`src/shared/flash_host_defs.svh`:
```
// timing counts, pin constants and command codes for the flash host controller
`ifndef FLASH_HOST_DEFS_SVH
`define FLASH_HOST_DEFS_SVH

// clock rate and bus timing
`define CLK_MHZ 25
`define T_READ_NS 90
`define T_WRITE_NS 45
`define T_RECOVER_NS 20
`define T_HV_SETTLE_NS 4000
`define CYC_MIN(ns) (((ns) * `CLK_MHZ + 999) / 1000)
`define CYC_READ `CYC_MIN(`T_READ_NS)
`define CYC_WRITE `CYC_MIN(`T_WRITE_NS)
`define CYC_RECOVER `CYC_MIN(`T_RECOVER_NS)
`define CYC_HV_SETTLE `CYC_MIN(`T_HV_SETTLE_NS)

// variant strap: 1 when the part has the hardware reset pin
`define HAS_RESET_PIN 1'b1

// unlock cycle addresses and data
`define UNLOCK_ADDR1 18'h00555
`define UNLOCK_ADDR2 18'h002AA
`define UNLOCK_DATA1 8'hAA
`define UNLOCK_DATA2 8'h55

// command bytes
`define CMD_PROGRAM 8'hA0
`define CMD_ERASE_SETUP 8'h80
`define CMD_SECTOR_ERASE 8'h30
`define CMD_ID_ENTER 8'h90
`define CMD_RESET 8'hF0

// identification read low address bits
`define ID_SEL_MAKER 2'h0
`define ID_SEL_PART 2'h1
`define ID_SEL_PROTECT 2'h2
`define ID_PROTECT_LOW 2'h2

// address field positions
`define SECTOR_LSB 13
`define HV_A6_BIT 6

`endif

```
`src/shared/flash_host_pkg.sv`:
```
// types for the flash host controller
package flash_host_pkg;
`include "flash_host_defs.svh"

    // user operations
    typedef enum logic [2:0] {
        OP_READ = 3'h0,
        OP_PROGRAM = 3'h1,
        OP_ERASE = 3'h2,
        OP_ID_ENTER = 3'h3,
        OP_ID_READ = 3'h4,
        OP_RESET = 3'h5,
        OP_HV_ID_READ = 3'h6
    } op_t;

    // bus engine states, one-hot
    typedef enum logic [3:0] {
        S_IDLE = 4'h1,
        S_SETUP = 4'h2,
        S_STROBE = 4'h4,
        S_HOLD = 4'h8
    } state_t;

    // one bus cycle of a command sequence
    typedef struct packed {
        logic we;
        logic last;
        logic [17:0] addr;
        logic [7:0] data;
    } bus_cyc_t;

    // whole controller state
    typedef struct packed {
        state_t st;
        logic [7:0] cnt;
        logic [2:0] step;
        op_t op;
        logic [17:0] addr;
        logic [7:0] data;
        logic [1:0] id_sel;
        logic ce_n;
        logic oe_n;
        logic we_n;
        logic [17:0] fa;
        logic [7:0] fd;
        logic fd_oe_n;
        logic a9_hv;
        logic rst_hv;
        logic ready;
        logic rsp_valid;
        logic [7:0] rsp_data;
        logic [2:0] rsp_sector;
    } host_state_t;
endpackage

```
`src/shared/sector_if.sv`:
```
// sector lookup link between the controller and its sector map
interface sector_if;
    logic [4:0] addr_hi;
    logic boot_top;
    logic [2:0] sector;
    logic [4:0] base_hi;

    modport map (input addr_hi, input boot_top, output sector, output base_hi);
    modport user (output addr_hi, output boot_top, input sector, input base_hi);
endinterface

```
`src/hdl/flash_host.sv`:
```
// host controller driving a boot-sector flash through its pins
//
// Overview of operation
// - high-voltage A9, A6/A1 low, A0 picks code
// - protection check: sector bits, A1 high, A0 low
// - identification codes readable after command, no high-voltage
// - protection changes only via high-voltage equipment
// - unlock cycles precede every program or erase
// - host holds controls inactive around lockout
// - two unlocks plus identify command enter mode
// - reset command leaves identification mode
module flash_host
    import flash_host_pkg::*;
(
    // clock and reset
    input wire logic clk_sys,
    input wire logic rst_b,
    // user request
    input wire logic op_valid,
    input wire logic [2:0] op_code,
    input wire logic [17:0] op_addr,
    input wire logic [7:0] op_data,
    input wire logic [1:0] id_sel,
    input wire logic boot_top,
    input wire logic unprotect_req,
    input wire logic supply_ok,
    // user answer
    output logic op_ready,
    output logic rsp_valid,
    output logic [7:0] rsp_data,
    output logic [2:0] rsp_sector,
    output logic unprotect_active,
    // flash pins
    output logic flash_ce_n,
    output logic flash_oe_n,
    output logic flash_we_n,
    output logic flash_reset_n,
    output logic [17:0] flash_addr,
    output logic [7:0] flash_data_out,
    output logic flash_data_oe_n,
    input wire logic [7:0] flash_data_in,
    // high-voltage qualifiers
    output logic a9_high_voltage,
    output logic reset_high_voltage
);
    localparam logic [7:0] CNT_READ = 8'(`CYC_READ - 1);
    localparam logic [7:0] CNT_WRITE = 8'(`CYC_WRITE - 1);
    localparam logic [7:0] CNT_RECOVER = 8'(`CYC_RECOVER - 1);
    localparam logic [7:0] CNT_HV = 8'(`CYC_HV_SETTLE - 1);

    host_state_t s;
    host_state_t next_s;
    logic rst_b_q;
    bus_cyc_t cyc;
    sector_if sif ();

    // sector lookup on the latched address
    assign sif.addr_hi = s.addr[17:`SECTOR_LSB];
    assign sif.boot_top = boot_top;

    sector_map u_sector_map (
        .sif(sif.map)
    );

    // bus cycle of the current sequence step
    always_comb begin
        cyc = '{we: 1'b1, last: 1'b0, addr: `UNLOCK_ADDR1, data: `UNLOCK_DATA1};
        case (s.op)
            OP_READ: begin
                cyc = '{we: 1'b0, last: 1'b1, addr: s.addr, data: 8'h00};
            end
            OP_PROGRAM: begin
                case (s.step)
                    3'h0: cyc.data = `UNLOCK_DATA1;
                    3'h1: cyc = '{we: 1'b1, last: 1'b0, addr: `UNLOCK_ADDR2, data: `UNLOCK_DATA2};
                    3'h2: cyc.data = `CMD_PROGRAM;
                    default: cyc = '{we: 1'b1, last: 1'b1, addr: s.addr, data: s.data};
                endcase
            end
            OP_ERASE: begin
                case (s.step)
                    3'h0, 3'h3: cyc.data = `UNLOCK_DATA1;
                    3'h1, 3'h4: begin
                        cyc = '{we: 1'b1, last: 1'b0, addr: `UNLOCK_ADDR2, data: `UNLOCK_DATA2};
                    end
                    3'h2: cyc.data = `CMD_ERASE_SETUP;
                    default: begin
                        cyc.last = 1'b1;
                        cyc.addr = {sif.base_hi, 13'h0000};
                        cyc.data = `CMD_SECTOR_ERASE;
                    end
                endcase
            end
            OP_ID_ENTER: begin
                case (s.step)
                    3'h0: cyc.data = `UNLOCK_DATA1;
                    3'h1: cyc = '{we: 1'b1, last: 1'b0, addr: `UNLOCK_ADDR2, data: `UNLOCK_DATA2};
                    default: begin
                        cyc.last = 1'b1;
                        cyc.data = `CMD_ID_ENTER;
                    end
                endcase
            end
            OP_ID_READ, OP_HV_ID_READ: begin
                cyc.we = 1'b0;
                cyc.last = 1'b1;
                cyc.data = 8'h00;
                cyc.addr = {s.addr[17:`SECTOR_LSB], 13'h0000};
                // A6 stays low; A1/A0 choose maker, part or protection
                if (s.id_sel == `ID_SEL_PROTECT) begin
                    cyc.addr[1:0] = `ID_PROTECT_LOW;
                end else begin
                    cyc.addr[1:0] = {1'b0, s.id_sel[0]};
                end
                cyc.addr[`HV_A6_BIT] = 1'b0;
            end
            default: begin
                cyc.last = 1'b1;
                cyc.data = `CMD_RESET;
            end
        endcase
    end

    // next-state logic of the bus engine
    always_comb begin
        next_s = s;
        next_s.rsp_valid = 1'b0;
        case (s.st)
            S_IDLE: begin
                next_s.ce_n = 1'b1;
                next_s.oe_n = 1'b1;
                next_s.we_n = 1'b1;
                next_s.fd_oe_n = 1'b1;
                next_s.a9_hv = 1'b0;
                // unprotect level follows request only between operations
                next_s.rst_hv = unprotect_req & `HAS_RESET_PIN & supply_ok;
                next_s.ready = supply_ok;
                if (op_valid && s.ready && supply_ok) begin
                    next_s.ready = 1'b0;
                    next_s.op = op_t'(op_code);
                    next_s.addr = op_addr;
                    next_s.data = op_data;
                    next_s.id_sel = id_sel;
                    next_s.step = 3'h0;
                    next_s.st = S_SETUP;
                    next_s.cnt = 8'h00;
                    if (op_t'(op_code) == OP_HV_ID_READ) begin
                        next_s.a9_hv = 1'b1;
                        next_s.cnt = CNT_HV;
                    end
                end
            end
            S_SETUP: begin
                // address, chip enable and write data on the same edge as the strobe, ahead of it only in a high-voltage read
                next_s.ce_n = 1'b0;
                next_s.fa = cyc.addr;
                next_s.fd = cyc.data;
                next_s.fd_oe_n = ~cyc.we;
                if (s.cnt != 8'h00) begin
                    next_s.cnt = s.cnt - 8'h01;
                end else begin
                    next_s.st = S_STROBE;
                    next_s.we_n = ~cyc.we;
                    next_s.oe_n = cyc.we;
                    next_s.cnt = cyc.we ? CNT_WRITE : CNT_READ;
                end
            end
            S_STROBE: begin
                if (s.cnt != 8'h00) begin
                    next_s.cnt = s.cnt - 8'h01;
                end else begin
                    // sample read data at the end of the output gate pulse
                    next_s.rsp_data = cyc.we ? 8'h00 : flash_data_in;
                    next_s.we_n = 1'b1;
                    next_s.oe_n = 1'b1;
                    next_s.st = S_HOLD;
                    next_s.cnt = CNT_RECOVER;
                end
            end
            S_HOLD: begin
                next_s.ce_n = 1'b1;
                next_s.fd_oe_n = 1'b1;
                if (s.cnt != 8'h00) begin
                    next_s.cnt = s.cnt - 8'h01;
                end else if (cyc.last) begin
                    next_s.st = S_IDLE;
                    next_s.a9_hv = 1'b0;
                    next_s.rsp_valid = 1'b1;
                    next_s.rsp_sector = sif.sector;
                end else begin
                    next_s.step = s.step + 3'h1;
                    next_s.st = S_SETUP;
                end
            end
            default: begin
                next_s.st = S_IDLE;
            end
        endcase
        // below lockout every control drops inactive and the sequence aborts
        if (!supply_ok) begin
            next_s.st = S_IDLE;
            next_s.ready = 1'b0;
            next_s.ce_n = 1'b1;
            next_s.oe_n = 1'b1;
            next_s.we_n = 1'b1;
            next_s.fd_oe_n = 1'b1;
            next_s.a9_hv = 1'b0;
            next_s.rst_hv = 1'b0;
            next_s.rsp_valid = 1'b0;
        end
    end

    // state register
    always_ff @(posedge clk_sys or negedge rst_b) begin
        if (!rst_b) begin
            s <= '0;
            s.st <= S_IDLE;
            s.op <= OP_READ;
            s.ce_n <= 1'b1;
            s.oe_n <= 1'b1;
            s.we_n <= 1'b1;
            s.fd_oe_n <= 1'b1;
        end else begin
            s <= next_s;
        end
    end

    // outputs straight from the state register, flash reset pin from its own flop
    assign op_ready = s.ready;
    assign rsp_valid = s.rsp_valid;
    assign rsp_data = s.rsp_data;
    assign rsp_sector = s.rsp_sector;
    assign unprotect_active = s.rst_hv;
    assign flash_ce_n = s.ce_n;
    assign flash_oe_n = s.oe_n;
    assign flash_we_n = s.we_n;
    assign flash_reset_n = rst_b_q;
    assign flash_addr = s.fa;
    assign flash_data_out = s.fd;
    assign flash_data_oe_n = s.fd_oe_n;
    assign a9_high_voltage = s.a9_hv;
    assign reset_high_voltage = s.rst_hv;

    // flash reset pin released one edge after controller reset
    always_ff @(posedge clk_sys or negedge rst_b) begin
        if (!rst_b) begin
            rst_b_q <= 1'b0;
        end else begin
            rst_b_q <= 1'b1;
        end
    end
endmodule

```
`src/hdl/sector_map.sv`:
```
// sector decode for top-boot and bottom-boot arrangements
module sector_map (
    // lookup link
    sector_if.map sif
);
    // address bits 17..13 to sector number and sector base bits
    always_comb begin
        sif.sector = 3'h0;
        sif.base_hi = 5'h00;
        if (sif.boot_top) begin
            case (sif.addr_hi[4:3])
                2'b00: sif.sector = 3'h0;
                2'b01: sif.sector = 3'h1;
                2'b10: sif.sector = 3'h2;
                default: begin
                    if (!sif.addr_hi[2]) begin
                        sif.sector = 3'h3;
                    end else if (sif.addr_hi[1]) begin
                        sif.sector = 3'h6;
                    end else begin
                        sif.sector = sif.addr_hi[0] ? 3'h5 : 3'h4;
                    end
                end
            endcase
            case (sif.sector)
                3'h0: sif.base_hi = 5'h00;
                3'h1: sif.base_hi = 5'h08;
                3'h2: sif.base_hi = 5'h10;
                3'h3: sif.base_hi = 5'h18;
                3'h4: sif.base_hi = 5'h1C;
                3'h5: sif.base_hi = 5'h1D;
                default: sif.base_hi = 5'h1E;
            endcase
        end else begin
            case (sif.addr_hi[4:3])
                2'b11: sif.sector = 3'h6;
                2'b10: sif.sector = 3'h5;
                2'b01: sif.sector = 3'h4;
                default: begin
                    if (sif.addr_hi[2]) begin
                        sif.sector = 3'h3;
                    end else if (!sif.addr_hi[1]) begin
                        sif.sector = 3'h0;
                    end else begin
                        sif.sector = sif.addr_hi[0] ? 3'h2 : 3'h1;
                    end
                end
            endcase
            case (sif.sector)
                3'h0: sif.base_hi = 5'h00;
                3'h1: sif.base_hi = 5'h02;
                3'h2: sif.base_hi = 5'h03;
                3'h3: sif.base_hi = 5'h04;
                3'h4: sif.base_hi = 5'h08;
                3'h5: sif.base_hi = 5'h10;
                default: sif.base_hi = 5'h18;
            endcase
        end
    end
endmodule

```
`config.mk`:
```
export PLATFORM = sky130hd
export DESIGN_NAME = flash_host
export DESIGN_NICKNAME = d
export VERILOG_FILES = /design/src/shared/flash_host_pkg.sv /design/src/shared/sector_if.sv /design/src/hdl/flash_host.sv /design/src/hdl/sector_map.sv
export VERILOG_INCLUDE_DIRS = /design/src /design/src/shared
export SDC_FILE = /design/constraint.sdc
export NUM_CORES = 1
export LEC_CHECK = 0
export BUFFER_PORTS_ARGS = -buffer_cell sky130_fd_sc_hd__buf_4
export CORE_ASPECT_RATIO = 1.2
export CORE_MARGIN = 2
export CORE_UTILIZATION = 56
export CTS_CLUSTER_DIAMETER = 150
export CTS_CLUSTER_SIZE = 30
export DETAILED_ROUTE_END_ITERATION = 16
export PLACE_DENSITY_LB_ADDON = 0.12
export SKIP_LAST_GASP = 1
export SYNTH_ARGS = -nofsm -noshare
export SYNTH_HDL_FRONTEND = slang
export SYNTH_SLANG_ARGS = --single-unit
```
`constraint.sdc`:
```
create_clock -name clk_sys -period 2.75 [get_ports clk_sys]
set_input_delay 0.1375 -clock clk_sys [delete_from_list [all_inputs] [get_ports clk_sys]]
set_output_delay 0.1375 -clock clk_sys [all_outputs]
set_load 0.02 [all_outputs]
```
[Yosys cells after proc, flatten, opt, wreduce, memory -nomap -nowiden]
Cells that the tools add are included.
Word-level totals
  register bits after elaboration: 92
  output and inout bits: 47
  logic and storage cells: 152
Operators by class
  $add $sub $neg: 2
  eq/ne operators: 41
  muxes and demuxes: 60
  bitwise gates (word level): 3
  reduce and logical (&&, ||, !) cells: 26
Operators by type and width (count)
  $pmux 18 s5: 1
  $pmux 19 s2: 2
  $pmux 8 s4: 2
  $pmux 5 s6: 2
  $pmux 8 s3: 2
  $mux 46: 1
  $mux 8: 4
  $mux 3: 10
  $eq 3x2->1 const B: 8
  $eq 3x3->1 const B: 8
  $pmux 3 s3: 2
  $mux 4: 4
  $pmux 4 s4: 1
  $pmux 8 s2: 1
  $ne 3x3->1 const B: 5
  $mux 2: 7
  $eq 3x1->1 const B: 4
  $logic_not 3->1: 4
  $reduce_and 3->1: 4
  $reduce_or 2->1: 6
  $mux 11: 1
  $mux 1: 10
  $mux 5: 2
  $ne 2x2->1 const B: 4
  other kinds (27): 37

[Longest topological paths before layout]
Gate-level depths: netlist (run 1).
  depth after elaboration: 14
  mapped depth: 9
  depth with buffers taken out: 7

[Hierarchy]
A second synthesis (run 1) with hierarchy kept.
Second synthesis, totals
  cell total of the unflattened synthesis: 505
  area, all modules: 4996.0 um^2
Modules (own cells, without submodules)
  flash_host: instances 1, cells an instance 475, area an instance 4824.6 um^2
  sector_map: instances 1, cells an instance 30, area an instance 171.4 um^2

[Worst setup path after synthesis (run 1)]
Ideal clock, no wire load.
  kind: flip-flop to flip-flop
  start point: reg s[79] (netlist name)
  end point: reg s, in the netlist rsp_data[5]
  setup time: 117 ps
  data arrival time: 1955 ps
  required time: 2633 ps
  path slack: 678 ps
  cell stages (with the launch flop): 10
  buffers on the path: 2
  path through: dfrtp_1 inv_1 ha_1 nor4b_4 nand2_4 or4_4 buf_6 buf_6 nand2_1 o21ai_2
Between the ends
  word-level cells in the longest chain between the ends: 3
RTL lines
  start, declared: RTL line flash_host.sv:51  | host_state_t s;
  start signal, assigned: RTL line flash_host.sv:224  | s <= next_s;
  $reduce_bool 8->1: RTL line flash_host.sv:169  | if (s.cnt != 8'h00) begin
  $not 1->1 (no source line)
  $reduce_and 2->1 (no source line)
No other way between the ends.
A chain may end at the register's enable or synchronous reset.

[Worst setup path in the final report (run 1)]
  start point: reg s[77] (netlist name)
  end point: reg s, in the netlist rsp_sector[2]
Between the ends
  word-level cells in the longest chain between the ends: 5
  elaborated cells on any way between the ends: 14
  classes of those cells: eq/ne: 4; mux: 4; reduce/logical: 6
RTL lines
  $eq 3x2->1, or another cell as far along: RTL line flash_host.sv:73, flash_host.sv:81
  $reduce_or 3->1 (no source line), or another cell as far along
  $pmux 19 s2, or another cell as far along: RTL line flash_host.sv:81  | case (s.step)
  $pmux 1 s3 (*): RTL line flash_host.sv:68  | case (s.op)
  $reduce_and 3->1 (no source line) (*)
Mark *: on every way between the ends. The rest lies on a longest branch, timed or not.

==> results of run 1 <==
[state kept, by name (all words and copies together) (netlist names), 3 cells and up]
name and flops:
s 46, rsp_data 8, flash_data_out 8, rsp_sector 3
flash_addr 18
[worst max-delay path by stage]
| stage | cells past startpoint | to |
|---|---|---|
| detailed placement | 7 | rsp_sector[2] |
| CTS | 7 | rsp_sector[2] |
| global placement | 7 | rsp_sector[1] |
| floorplan | 9 | rsp_data[5] |
| finish | 7 | rsp_sector[2] |
| global route | 7 | rsp_sector[2] |
[stage by stage]
stage          hold WS [ns]  cell area (um^2)  power, mW
2_1_floorplan        -0.158              4910       2.61
3_3_place_gp          0.227              5440       2.88
3_5_place_dp          0.229              5440       2.91
4_1_cts            0.000124              5960       3.85
5_1_grt             0.00555              6030       4.08
6_report             0.0159              6030       3.85
[power by group through the flow]
stage / Combinational (mW) / Clock, mW / Sequential, mW
global placement: 1.04 / 0 / 1.84
global route: 1.23 / 0.997 / 1.85
CTS: 1.11 / 0.929 / 1.81
finish: 1.12 / 0.910 / 1.82
detailed placement: 1.07 / 0 / 1.84
floorplan: 0.862 / 0 / 1.74
[what timing repair did]
action	CTS	global route
hold endpoints to repair	82	7
setup buffers	0	0
hold buffers	33	7
[per-layer routing]
metal	up-vias	GRT usage, %	part of all wire [%]
li1	1876	-	-
met1	1887	31.8	43
met2	100	39.0	51
met3	16	5.77	4.2
met4	0	8.74	1.5
met5	-	0	0
[final cells by class]
type	count	area (um^2)
Inverter	13	48.8
Timing Repair Buffer	143	1190
Sequential cell	92	2310
Tap cell	117	146
Clock inverter	6	63.8
Multi-Input combinational cell	319	2150
Fill cell	650	2530
Clock buffer	10	128
[placed cells by master (no fill, tap or decap), drive strengths merged, types with 12 or more instances in the layout]
cell,n
buf,103
dfrtp,87
nor3,12
nor2,40
o21ai,37
mux2,35
dlygate4sd3,40
inv,14
nand2,53
a21oi,31
[worst reg2reg max path, stage by stage (launching register included)]
cell and delay [ns]:
dfrtp_1 0.50, inv_1 0.13, ha_1 0.27, nor3_1 0.42, nor3_1 0.10, o211ai_2 0.38, nand2_1 0.21, mux2_2 0.32
[cell families after synthesis]
family / synth area share, %
adder cells (fa/ha/maj): 1.53
multiplexers: 9.04
buffers and inverters: 9.32
AND/OR/NAND/NOR: 15.0
XOR/XNOR: 0.178
flip-flops: 47.0
other: 0.0763
AO/OA/AOI/OAI: 17.8
==> summary.txt, run 1 <==
Worst setup path
  – Critical Path Fanout Max: 8
  – CP startpoint: s[77]
  – Worst reg2reg path startpoint: s[77]
  – Data arrival, critical path: 2.71 ns
  – Reg-to-reg endpoint: rsp_sector[2]
  – Worst EP required: 3.00 ns
  – Setup CP Type: register to register
  – Worst Path Buf+Inv: 1
  – Reg-to-reg setup timing slack: 0.30 ns
  – Worst setup SP type: register
  – Cell Chain, Critical Path: inv_1 > ha_1 > nor3_1 > nor3_1 > o211ai_2 > nand2_1 > mux2_2
  – CP dominant cell by count: nor3_1
  – Worst r2r path cells: 7
  – Crit path max-delay family: simple AND/OR/NAND/NOR gates
  – Crit path capture type: register
  – CP max stage delay: 0.50 ns
  – Crit-path slowest cell: dfrtp_1

Min path
  – Worst hold stages: 3
  – Worst min path class: input port to register
  – Hold Path Origin: flash_data_in[4]
  – Hold EP: rsp_data[4]

Drt
  – Router iterations before antenna repair: 4
  – WL final: 10900 um
  – Routed via count: 3879
  – # DRC: 0
  – Routed Antenna Nets: 0
  – DR iter-0 viols: 197
  – WL per Instance: 15.6 um
  – Routed vias/inst: 5.54

Place
  – Global placer's final weighted congestion: 0.858
  – Setup WS pre-CTS: 0.339 ns
  – Dpl cells: 644
  – # port buffers: 91
  – DP HPWL: 7510 um

Pwr
  – Sequential share of power: 47.3%
  – Leakage: 2.76 nW
  – PD cells: 637 mW/mm^2
  – Clk pwr share: 23.7%
  – Net Switching: 1.29 mW
  – Cell-internal power: 2.55 mW
  – Net Sw Frac: 33.6%
  – Max VDD drop: 426 uV
  – Logic pwr share: 29.1%

Timing
  – Fin Setup TNS: 0 ns
  – Fmax: 0.407 GHz
  – Clock skew: 0.00952 ns
  – Final setup margin: 0.295 ns
  – Slew margin rel.: 44.2%
  – Final Hold Vio Count: 0
  – Max-slew violations: 0
  – RSZ-0062 raised after global routing: false
  – Final period util: 89.3%
  – Worst-margin pin slew: 0.831 ns
  – Endpoints failing setup: 0
  – Post-route minimum period: 2.45 ns

Synthesis
  – Netlist cell types: 72
  – Leading post-synthesis cells by cell area: dfrtp_1, mux2_2, buf_4
  – Post-synth top area share: 44.3%
  – Asr flop ratio synth: 100%
  – Area leader, netlist: dfrtp_1
  – Synth Register Bits: 92
  – Dominant synthesized flop cell: dfrtp_1
  – Seq/Total Area, Yosys: 47.0%
  – Post-synth EDFFs: 0
  – Post-synthesis area per instance: 10.1 um^2
  – Mapped Area: 0.00491 mm^2
  – Cell count after synthesis: 486
  – Syn Nets: 537
  – Ys Warns: 0
  – Cell with the most instances after synthesis: dfrtp_1
  – Post-synth top cells: dfrtp_1, nand2_1, nor2_1, buf_4, mux2_2

Run status
  – Outcome: finished, final reports clean

Final layout
  – Layout Cells excl Fill: 700
  – Layout cells sized above 1: 30.4%
  – Final net count: 629
  – ANT cells: 0
  – Final core utilization: 70.4%
  – Area Overhead vs Synth: 22.8%

GRT
  – Grt ovf: 0
  – Largest net degree at the start of global routing: 57
  – GRT Overall Usage: 24.3%
  – Global-route wire length before repair: 18000 um
  – Initial antenna violation count: 0
  – Vias in the first global route: 3779

Clock network
  – Inserted Clock Buffers: 9
  – Clk root buf: clkbuf_8
  – CTS tree: yes
  – Worst-Skew Late Latency: 0.36 ns
  – CTS resizes: 0
  – Clock transition at the registers of the reported paths: 0.09 ns
  – Clock sink count: 92
  – H-tree depth: 3
  – Clock Path Buffers: 2

Floorplan
  – Die width: 89.5 um
  – Starting Density: 57.4%
  – Rows: 37
  – CORE AREA: 0.00856 mm^2
  – Die extent in y: 107 um
  – Full die area: 0.00954 mm^2
  – IO Count: 92

Flow run
  – Number of max-cap violations: 0
Note: power is estimated with default switching activity, not from simulation.
==> run 2: changes to the inputs <==
--- a/config.mk
+++ b/config.mk
@@ -7,7 +7,6 @@
 export NUM_CORES = 1
 export LEC_CHECK = 0
 export BUFFER_PORTS_ARGS = -buffer_cell sky130_fd_sc_hd__buf_4
-export CORE_ASPECT_RATIO = 1.2
 export CORE_MARGIN = 2
 export CORE_UTILIZATION = 56
 export CTS_CLUSTER_DIAMETER = 150
==> run 2 against run 1 <==
Against the previous run:
- clock skew is 0.0037 ns higher
- wire length is 3.3% lower
- critical path type unchanged
- register-to-register slack hardly changed
- largest cell class unchanged
==> summary.txt, run 2 (synthesis gave the netlist of run 1 again) <==
Timing
  – Worst hold slack: 0.0140 ns
  – Fmax: 0.405 GHz
  – Clock skew: 0.0132 ns
  – RSZ-0062 raised after global routing: false
  – Fin Setup TNS: 0 ns
  – Endpoints failing setup: 0
  – Slew margin rel.: 41.8%
  – Final period util: 89.8%
  – Worst-margin pin slew: 0.867 ns
  – Max-slew violations: 0
  – Final Hold Vio Count: 0
  – Post-route minimum period: 2.47 ns

GRT
  – Largest net degree at the start of global routing: 54
  – Grt ovf: 0
  – Global-route wire length before repair: 17600 um
  – Initial antenna violation count: 0
  – Vias in the first global route: 3563
  – GRT Overall Usage: 22.7%

Final layout
  – Commonest non-fill, non-tap cell in the layout: buf_4
  – Register name with the most flops: s
  – Layout cells sized above 1: 31.7%
  – # fillers: 662
  – Area Overhead vs Synth: 16.5%
  – ANT cells: 0
  – Commonest non-fill, non-tap cells in the layout: buf_4, dfrtp_1, nand2_1
  – Max reg flops: 46
  – Final net count: 599

Min path
  – Worst hold stages: 3
  – Hold Path Origin: flash_data_in[4]
  – Hold EP: rsp_data[4]
  – Worst min path class: input port to register

Clock network
  – Worst-Skew Late Latency: 0.35 ns
  – Clock sink count: 92
  – Setup Buffers After CTS: 0
  – Clock transition at the registers of the reported paths: 0.09 ns
  – CTS resizes: 0
  – Clk root buf: clkbuf_8
  – CTS tree: yes
  – H-tree depth: 3
  – # hold bufs at CTS: 10
  – Clock Path Buffers: 2
  – Inserted Clock Buffers: 9

Worst setup path
  – Setup CP Type: register to register
  – Worst r2r path cells: 7
  – Reg-to-reg endpoint: rsp_sector[2]
  – CP dominant cell by count: nor3_1
  – Crit path capture type: register
  – Data arrival, critical path: 2.71 ns
  – Crit-path slowest cell: dfrtp_1
  – Worst reg2reg path startpoint: s[77]
  – Worst EP required: 2.99 ns
  – Reg-to-reg setup timing slack: 0.28 ns
  – Worst setup SP type: register
  – CP max stage delay: 0.49 ns
  – Cell Chain, Critical Path: inv_1 > ha_1 > nor3_1 > nor3_1 > o211ai_2 > nand2_1 > mux2_2
  – Critical Path Fanout Max: 8

Drt
  – # DRC: 0
  – WL final: 10500 um
  – Routed vias/inst: 5.72
  – Routed Antenna Nets: 0
  – Router iterations before antenna repair: 4
  – DR iter-0 viols: 206
  – WL per Instance: 16.0 um
  – Routed via count: 3774

Floorplan
  – IO Count: 92
  – Die extent in y: 97.7 um
  – Full die area: 0.00954 mm^2
  – Rows: 34
  – Die width: 97.7 um
  – CORE AREA: 0.00859 mm^2
  – Starting Density: 57.2%

Pwr
  – PD cells: 662 mW/mm^2
  – Max VDD drop: 348 uV
  – Leakage: 2.63 nW

Place
  – DP HPWL: 7560 um
  – # port buffers: 91
  – Global placer's final weighted congestion: 0.857

Flow run
  – Number of max-cap violations: 0

Run status
  – Outcome: finished, final reports clean
==> run 2: cell count changes in the layout (fill, tap and decap cells not counted) <==
| cell | delta |
|---|---|
| clkinv_2 | -2 |
| buf_4 | -1 |
| clkinv_4 | +1 |
| dlygate4sd3_1 | -29 |
==> run 2: power breakdown <==
group | internal, mW | switching [mW] | total, mW
logic | 0.507 | 0.580 | 1.09
clock network | 0.421 | 0.468 | 0.888
registers | 1.60 | 0.217 | 1.81
==> run 2: through the flow <==
step	setup slack [ns]	power (mW)	util, %	cell area (um^2)	cells
finish	0.282	3.79	66.6	5720	660
global route	0.157	4.01	66.6	5720	660
CTS	0.325	3.82	66.5	5710	659
detailed placement	0.333	2.91	63.1	5420	634
global placement	0.417	2.88	63.1	5420	634
floorplan	0.678	2.61	-	4910	486
==> run 2: final cells by class <==
class | count | area (um^2) | share of cell area [%]
flip-flops and latches | 92 | 2310 | 40.3
multi-input cells | 319 | 2150 | 37.6
repair buffers | 113 | 888 | 15.5
well taps | 108 | 135 | 2.36
clock buffers | 10 | 128 | 2.23
clock inverters | 5 | 62.6 | 1.09
inverters | 13 | 48.8 | 0.853
==> run 2: routing by layer <==
metal / wire (um) / global-route usage [%] / share of wire [%] / vias up
met3: 628 / 3.81 / 6.0 / 6
met5: 0 / 0 / 0 / -
li1: - / - / - / 1819
met2: 5000 / 34.8 / 47 / 127
met4: 91 / 8.23 / 0.86 / 0
met1: 4830 / 32.8 / 46 / 1822
==> run 2: how the worst max path moves through the flow <==
| stage | start | end | slack [ns] |
|---|---|---|---|
| after global placement | s[77] | rsp_sector[1] | 0.42 |
| final | s[77] | rsp_sector[2] | 0.28 |
| after global routing | s[77] | rsp_sector[0] | 0.16 |
| after CTS | s[77] | rsp_sector[2] | 0.32 |
| after floorplan | s[79] | rsp_data[5] | 0.68 |
| after detailed placement | s[77] | rsp_sector[2] | 0.33 |
==> run 2: critical path, delay by kind of cell (launching register included) <==
family                     cells  cell delay (ns)
AOI/OAI and AO/OA              1             0.38
adders and majority gates      1             0.26
buffers and inverters          1             0.13
DFF                            1             0.49
muxes                          1             0.32
and+or+nand+nor                3             0.78
==> run 3: changes to the inputs <==
--- a/config.mk
+++ b/config.mk
@@ -6,12 +6,14 @@
 export SDC_FILE = /design/constraint.sdc
 export NUM_CORES = 1
 export LEC_CHECK = 0
+export ABC_AREA = 1
 export BUFFER_PORTS_ARGS = -buffer_cell sky130_fd_sc_hd__buf_4
 export CORE_MARGIN = 2
 export CORE_UTILIZATION = 56
 export CTS_CLUSTER_DIAMETER = 150
 export CTS_CLUSTER_SIZE = 30
 export DETAILED_ROUTE_END_ITERATION = 16
+export HOLD_SLACK_MARGIN = 0.08
 export PLACE_DENSITY_LB_ADDON = 0.12
 export SKIP_LAST_GASP = 1
 export SYNTH_ARGS = -nofsm -noshare
==> run 3 against run 2 <==
Against the previous run:
- first-iteration DRC count decreased by 30%
- count of clock-buffer cells in the layout unchanged
- cell area increased by 6.6%
==> summary.txt, run 3 <==
Clock network
  – Clock Path Buffers: 2
  – H-tree depth: 3
  – Clock sink count: 92
  – Clk root buf: clkbuf_8
  – Worst-Skew Late Latency: 0.37 ns
  – Setup Buffers After CTS: 0
  – Inserted Clock Buffers: 9
  – CTS tree: yes
  – Clock transition at the registers of the reported paths: 0.09 ns

Synthesis
  – Post-synth top cells: nand2_1, dfrtp_1, o21ai_0, nor2_1, inv_1
  – Netlist cell types: 38
  – Leading post-synthesis cells by cell area: dfrtp_1, nand2_1, buf_4
  – Ys Warns: 0
  – Synth Register Bits: 92
  – Asr flop ratio synth: 100%
  – Synth Area in Adders: 1.50%
  – Area leader, netlist: dfrtp_1
  – Cell count after synthesis: 638
  – Synth Area in XOR/XNOR: 0.527%
  – Main combinational cell family by area after synthesis: simple AND/OR/NAND/NOR gates
  – Syn Nets: 689
  – Mapped Area: 0.00499 mm^2
  – Seq/Total Area, Yosys: 46.3%
  – Cell with the most instances after synthesis: nand2_1
  – Post-synth EDFFs: 0
  – Synth Area in Simple Gates: 28.0%
  – Dominant synthesized flop cell: dfrtp_1
  – Post-synth top area share: 43.6%
  – Mux cell area share after synthesis: 0%
  – Post-synthesis area per instance: 7.82 um^2
  – Post-synthesis compound-gate area fraction: 12.1%

Worst setup path
  – Cell Chain, Critical Path: inv_1 > ha_1 > o21ai_2 > nor2_1 > nor4_4 > a21oi_1
  – Setup CP Type: register to register
  – Data arrival, critical path: 2.36 ns
  – Worst Path Buf+Inv: 1
  – CP max stage delay: 0.51 ns
  – Worst setup SP type: register
  – Crit path capture type: register
  – Critical Path Fanout Max: 12
  – Worst EP required: 2.99 ns
  – Crit path max-delay family: compound AO/OA/AOI/OAI gates
  – Crit-path slowest cell: o21ai_2

Final layout
  – Commonest non-fill, non-tap cell in the layout: nand2_1
  – ANT cells: 0
  – Area Overhead vs Synth: 22.3%
  – # fillers: 730
  – Final core utilization: 70.3%
  – Post-route cell area: 0.00610 mm^2
  – Register name with the most flops: s
  – Layout cells sized above 1: 22.6%
  – Commonest non-fill, non-tap cells in the layout: nand2_1, buf_4, dfrtp_1
  – Max reg flops: 46
  – Final net count: 788

Pwr
  – Sequential share of power: 40.4%
  – Net Switching: 2.30 mW
  – Leakage: 3.01 nW
  – Final Power: 5.30 mW
  – Logic pwr share: 43.9%
  – Max VDD drop: 420 uV
  – Clk pwr share: 15.7%
  – Net Sw Frac: 43.4%
  – Cell-internal power: 3.00 mW
  – PD cells: 869 mW/mm^2

Place
  – # port buffers: 91
  – Global placer's final weighted congestion: 0.922
  – Placed instance area: 0.00550 mm^2
  – DP HPWL: 8330 um

Timing
  – Fin Setup TNS: 0 ns
  – Endpoints failing setup: 0
  – Post-route minimum period: 2.12 ns
  – Worst-margin pin slew: 0.682 ns
  – Final period util: 77.2%
  – RSZ-0062 raised after global routing: false
  – Final Hold Vio Count: 0
  – Max-slew violations: 0
  – Slew margin rel.: 54.5%
  – Fmax: 0.471 GHz
  – Clock skew: 0.00944 ns

Run status
  – Outcome: finished, final reports clean

Floorplan
  – Rows: 34
  – Die extent in y: 98.4 um
  – Full die area: 0.00968 mm^2
  – Die width: 98.4 um
  – CORE AREA: 0.00868 mm^2
  – Starting Density: 57.5%
  – IO Count: 92

GRT
  – Vias in the first global route: 4519
  – Largest net degree at the start of global routing: 53
  – Initial antenna violation count: 0
  – Grt ovf: 0
  – Global-route wire length before repair: 21000 um
  – GRT Overall Usage: 26.5%

Drt
  – Router iterations before antenna repair: 5
  – Routed vias/inst: 5.21
  – DR iter-0 viols: 144
  – WL final: 12000 um
  – Routed via count: 4425
  – Routed Antenna Nets: 0
  – # DRC: 0
  – WL per Instance: 14.1 um

Min path
  – Worst min path class: input port to register

Flow run
  – Number of max-cap violations: 0
==> run 3: changes by cell type after synthesis, moves of 8 or more <==
cell / before / now
a22o_1: 9 / 0
inv_1: 13 / 43
inv_2: 0 / 18
mux2_2: 35 / 0
nand2_1: 52 / 199
nand3_1: 4 / 32
nor2_2: 0 / 8
o21ai_0: 27 / 51
o21ai_1: 8 / 17
==> run 3: final cells by class <==
type                    count  area (um^2)  share of cell area [%]
inverters                  61          229                    3.75
clock inverters             6         38.8                   0.636
well taps                 108          135                    2.21
repair buffers            139         1150                    18.9
multi-input cells         434         2100                    34.5
flip-flops and latches     92         2310                    37.8
clock buffers              10          138                    2.26
==> run 3: stage by stage <==
stage          hold WS [ns]  setup slack, ns  cells
4_1_cts               0.102            0.628    850
3_3_place_gp          0.205            0.747    791
2_1_floorplan        -0.158             1.14    638
3_5_place_dp          0.207            0.643    791
5_1_grt               0.123            0.426    850
6_report              0.120            0.628    850
==> run 3: worst paths after layout <==
kind | startpoint | end | slack (ns) | depth (start not counted)
worst min-delay path | boot_top | rsp_sector[1] | 0.12 | 4
min in group asynchronous | rst_b | flash_addr[9] | 0.33 | 2
max in group asynchronous | rst_b | s[87] | 1.63 | 3
worst max-delay path | s[77] | flash_addr[4] | 0.63 | 6
worst min register to register | flash_ce_n | flash_ce_n | 0.48 | 2
worst max register to register | s[77] | flash_addr[4] | 0.63 | 6
==> run 3: power groups by stage <==
stage	clock [mW]	sequential [mW]	combinational (mW)
6_report	0.833	2.14	2.33
5_1_grt	0.904	2.19	2.63
4_1_cts	0.858	2.13	2.33
3_5_place_dp	0	2.15	2.27
3_3_place_gp	0	2.14	2.23
2_1_floorplan	0	2.07	1.83
==> run 3: routing by layer <==
layer	vias up	part of all wire (%)	track usage, %
met1	2077	44	34.8
li1	2205	-	-
met2	121	49	44.6
met5	-	0	0
met3	22	4.9	5.65
met4	0	1.8	7.48
==> run 3: what timing repair did <==
item / CTS / global route
gates resized for setup: 0 / 0
hold buffers: 43 / 0
endpoints found under the hold margin: 91 / 0
==> run 3: logic make-up after synthesis <==
logic type	count (synthesis)
AND/OR/NAND/NOR	316
XOR/XNOR	3
buffers and inverters	112
flip-flops	92
adder cells (fa/ha/maj)	6
other	1
AO/OA/AOI/OAI	108
==> run 3: worst reg2reg max path: stages, from the launching register on <==
cell and delay [ns]:
dfrtp_1 0.44, inv_1 0.09, ha_1 0.24, o21ai_2 0.51
nor2_1 0.20, nor4_4 0.40, a21oi_1 0.12
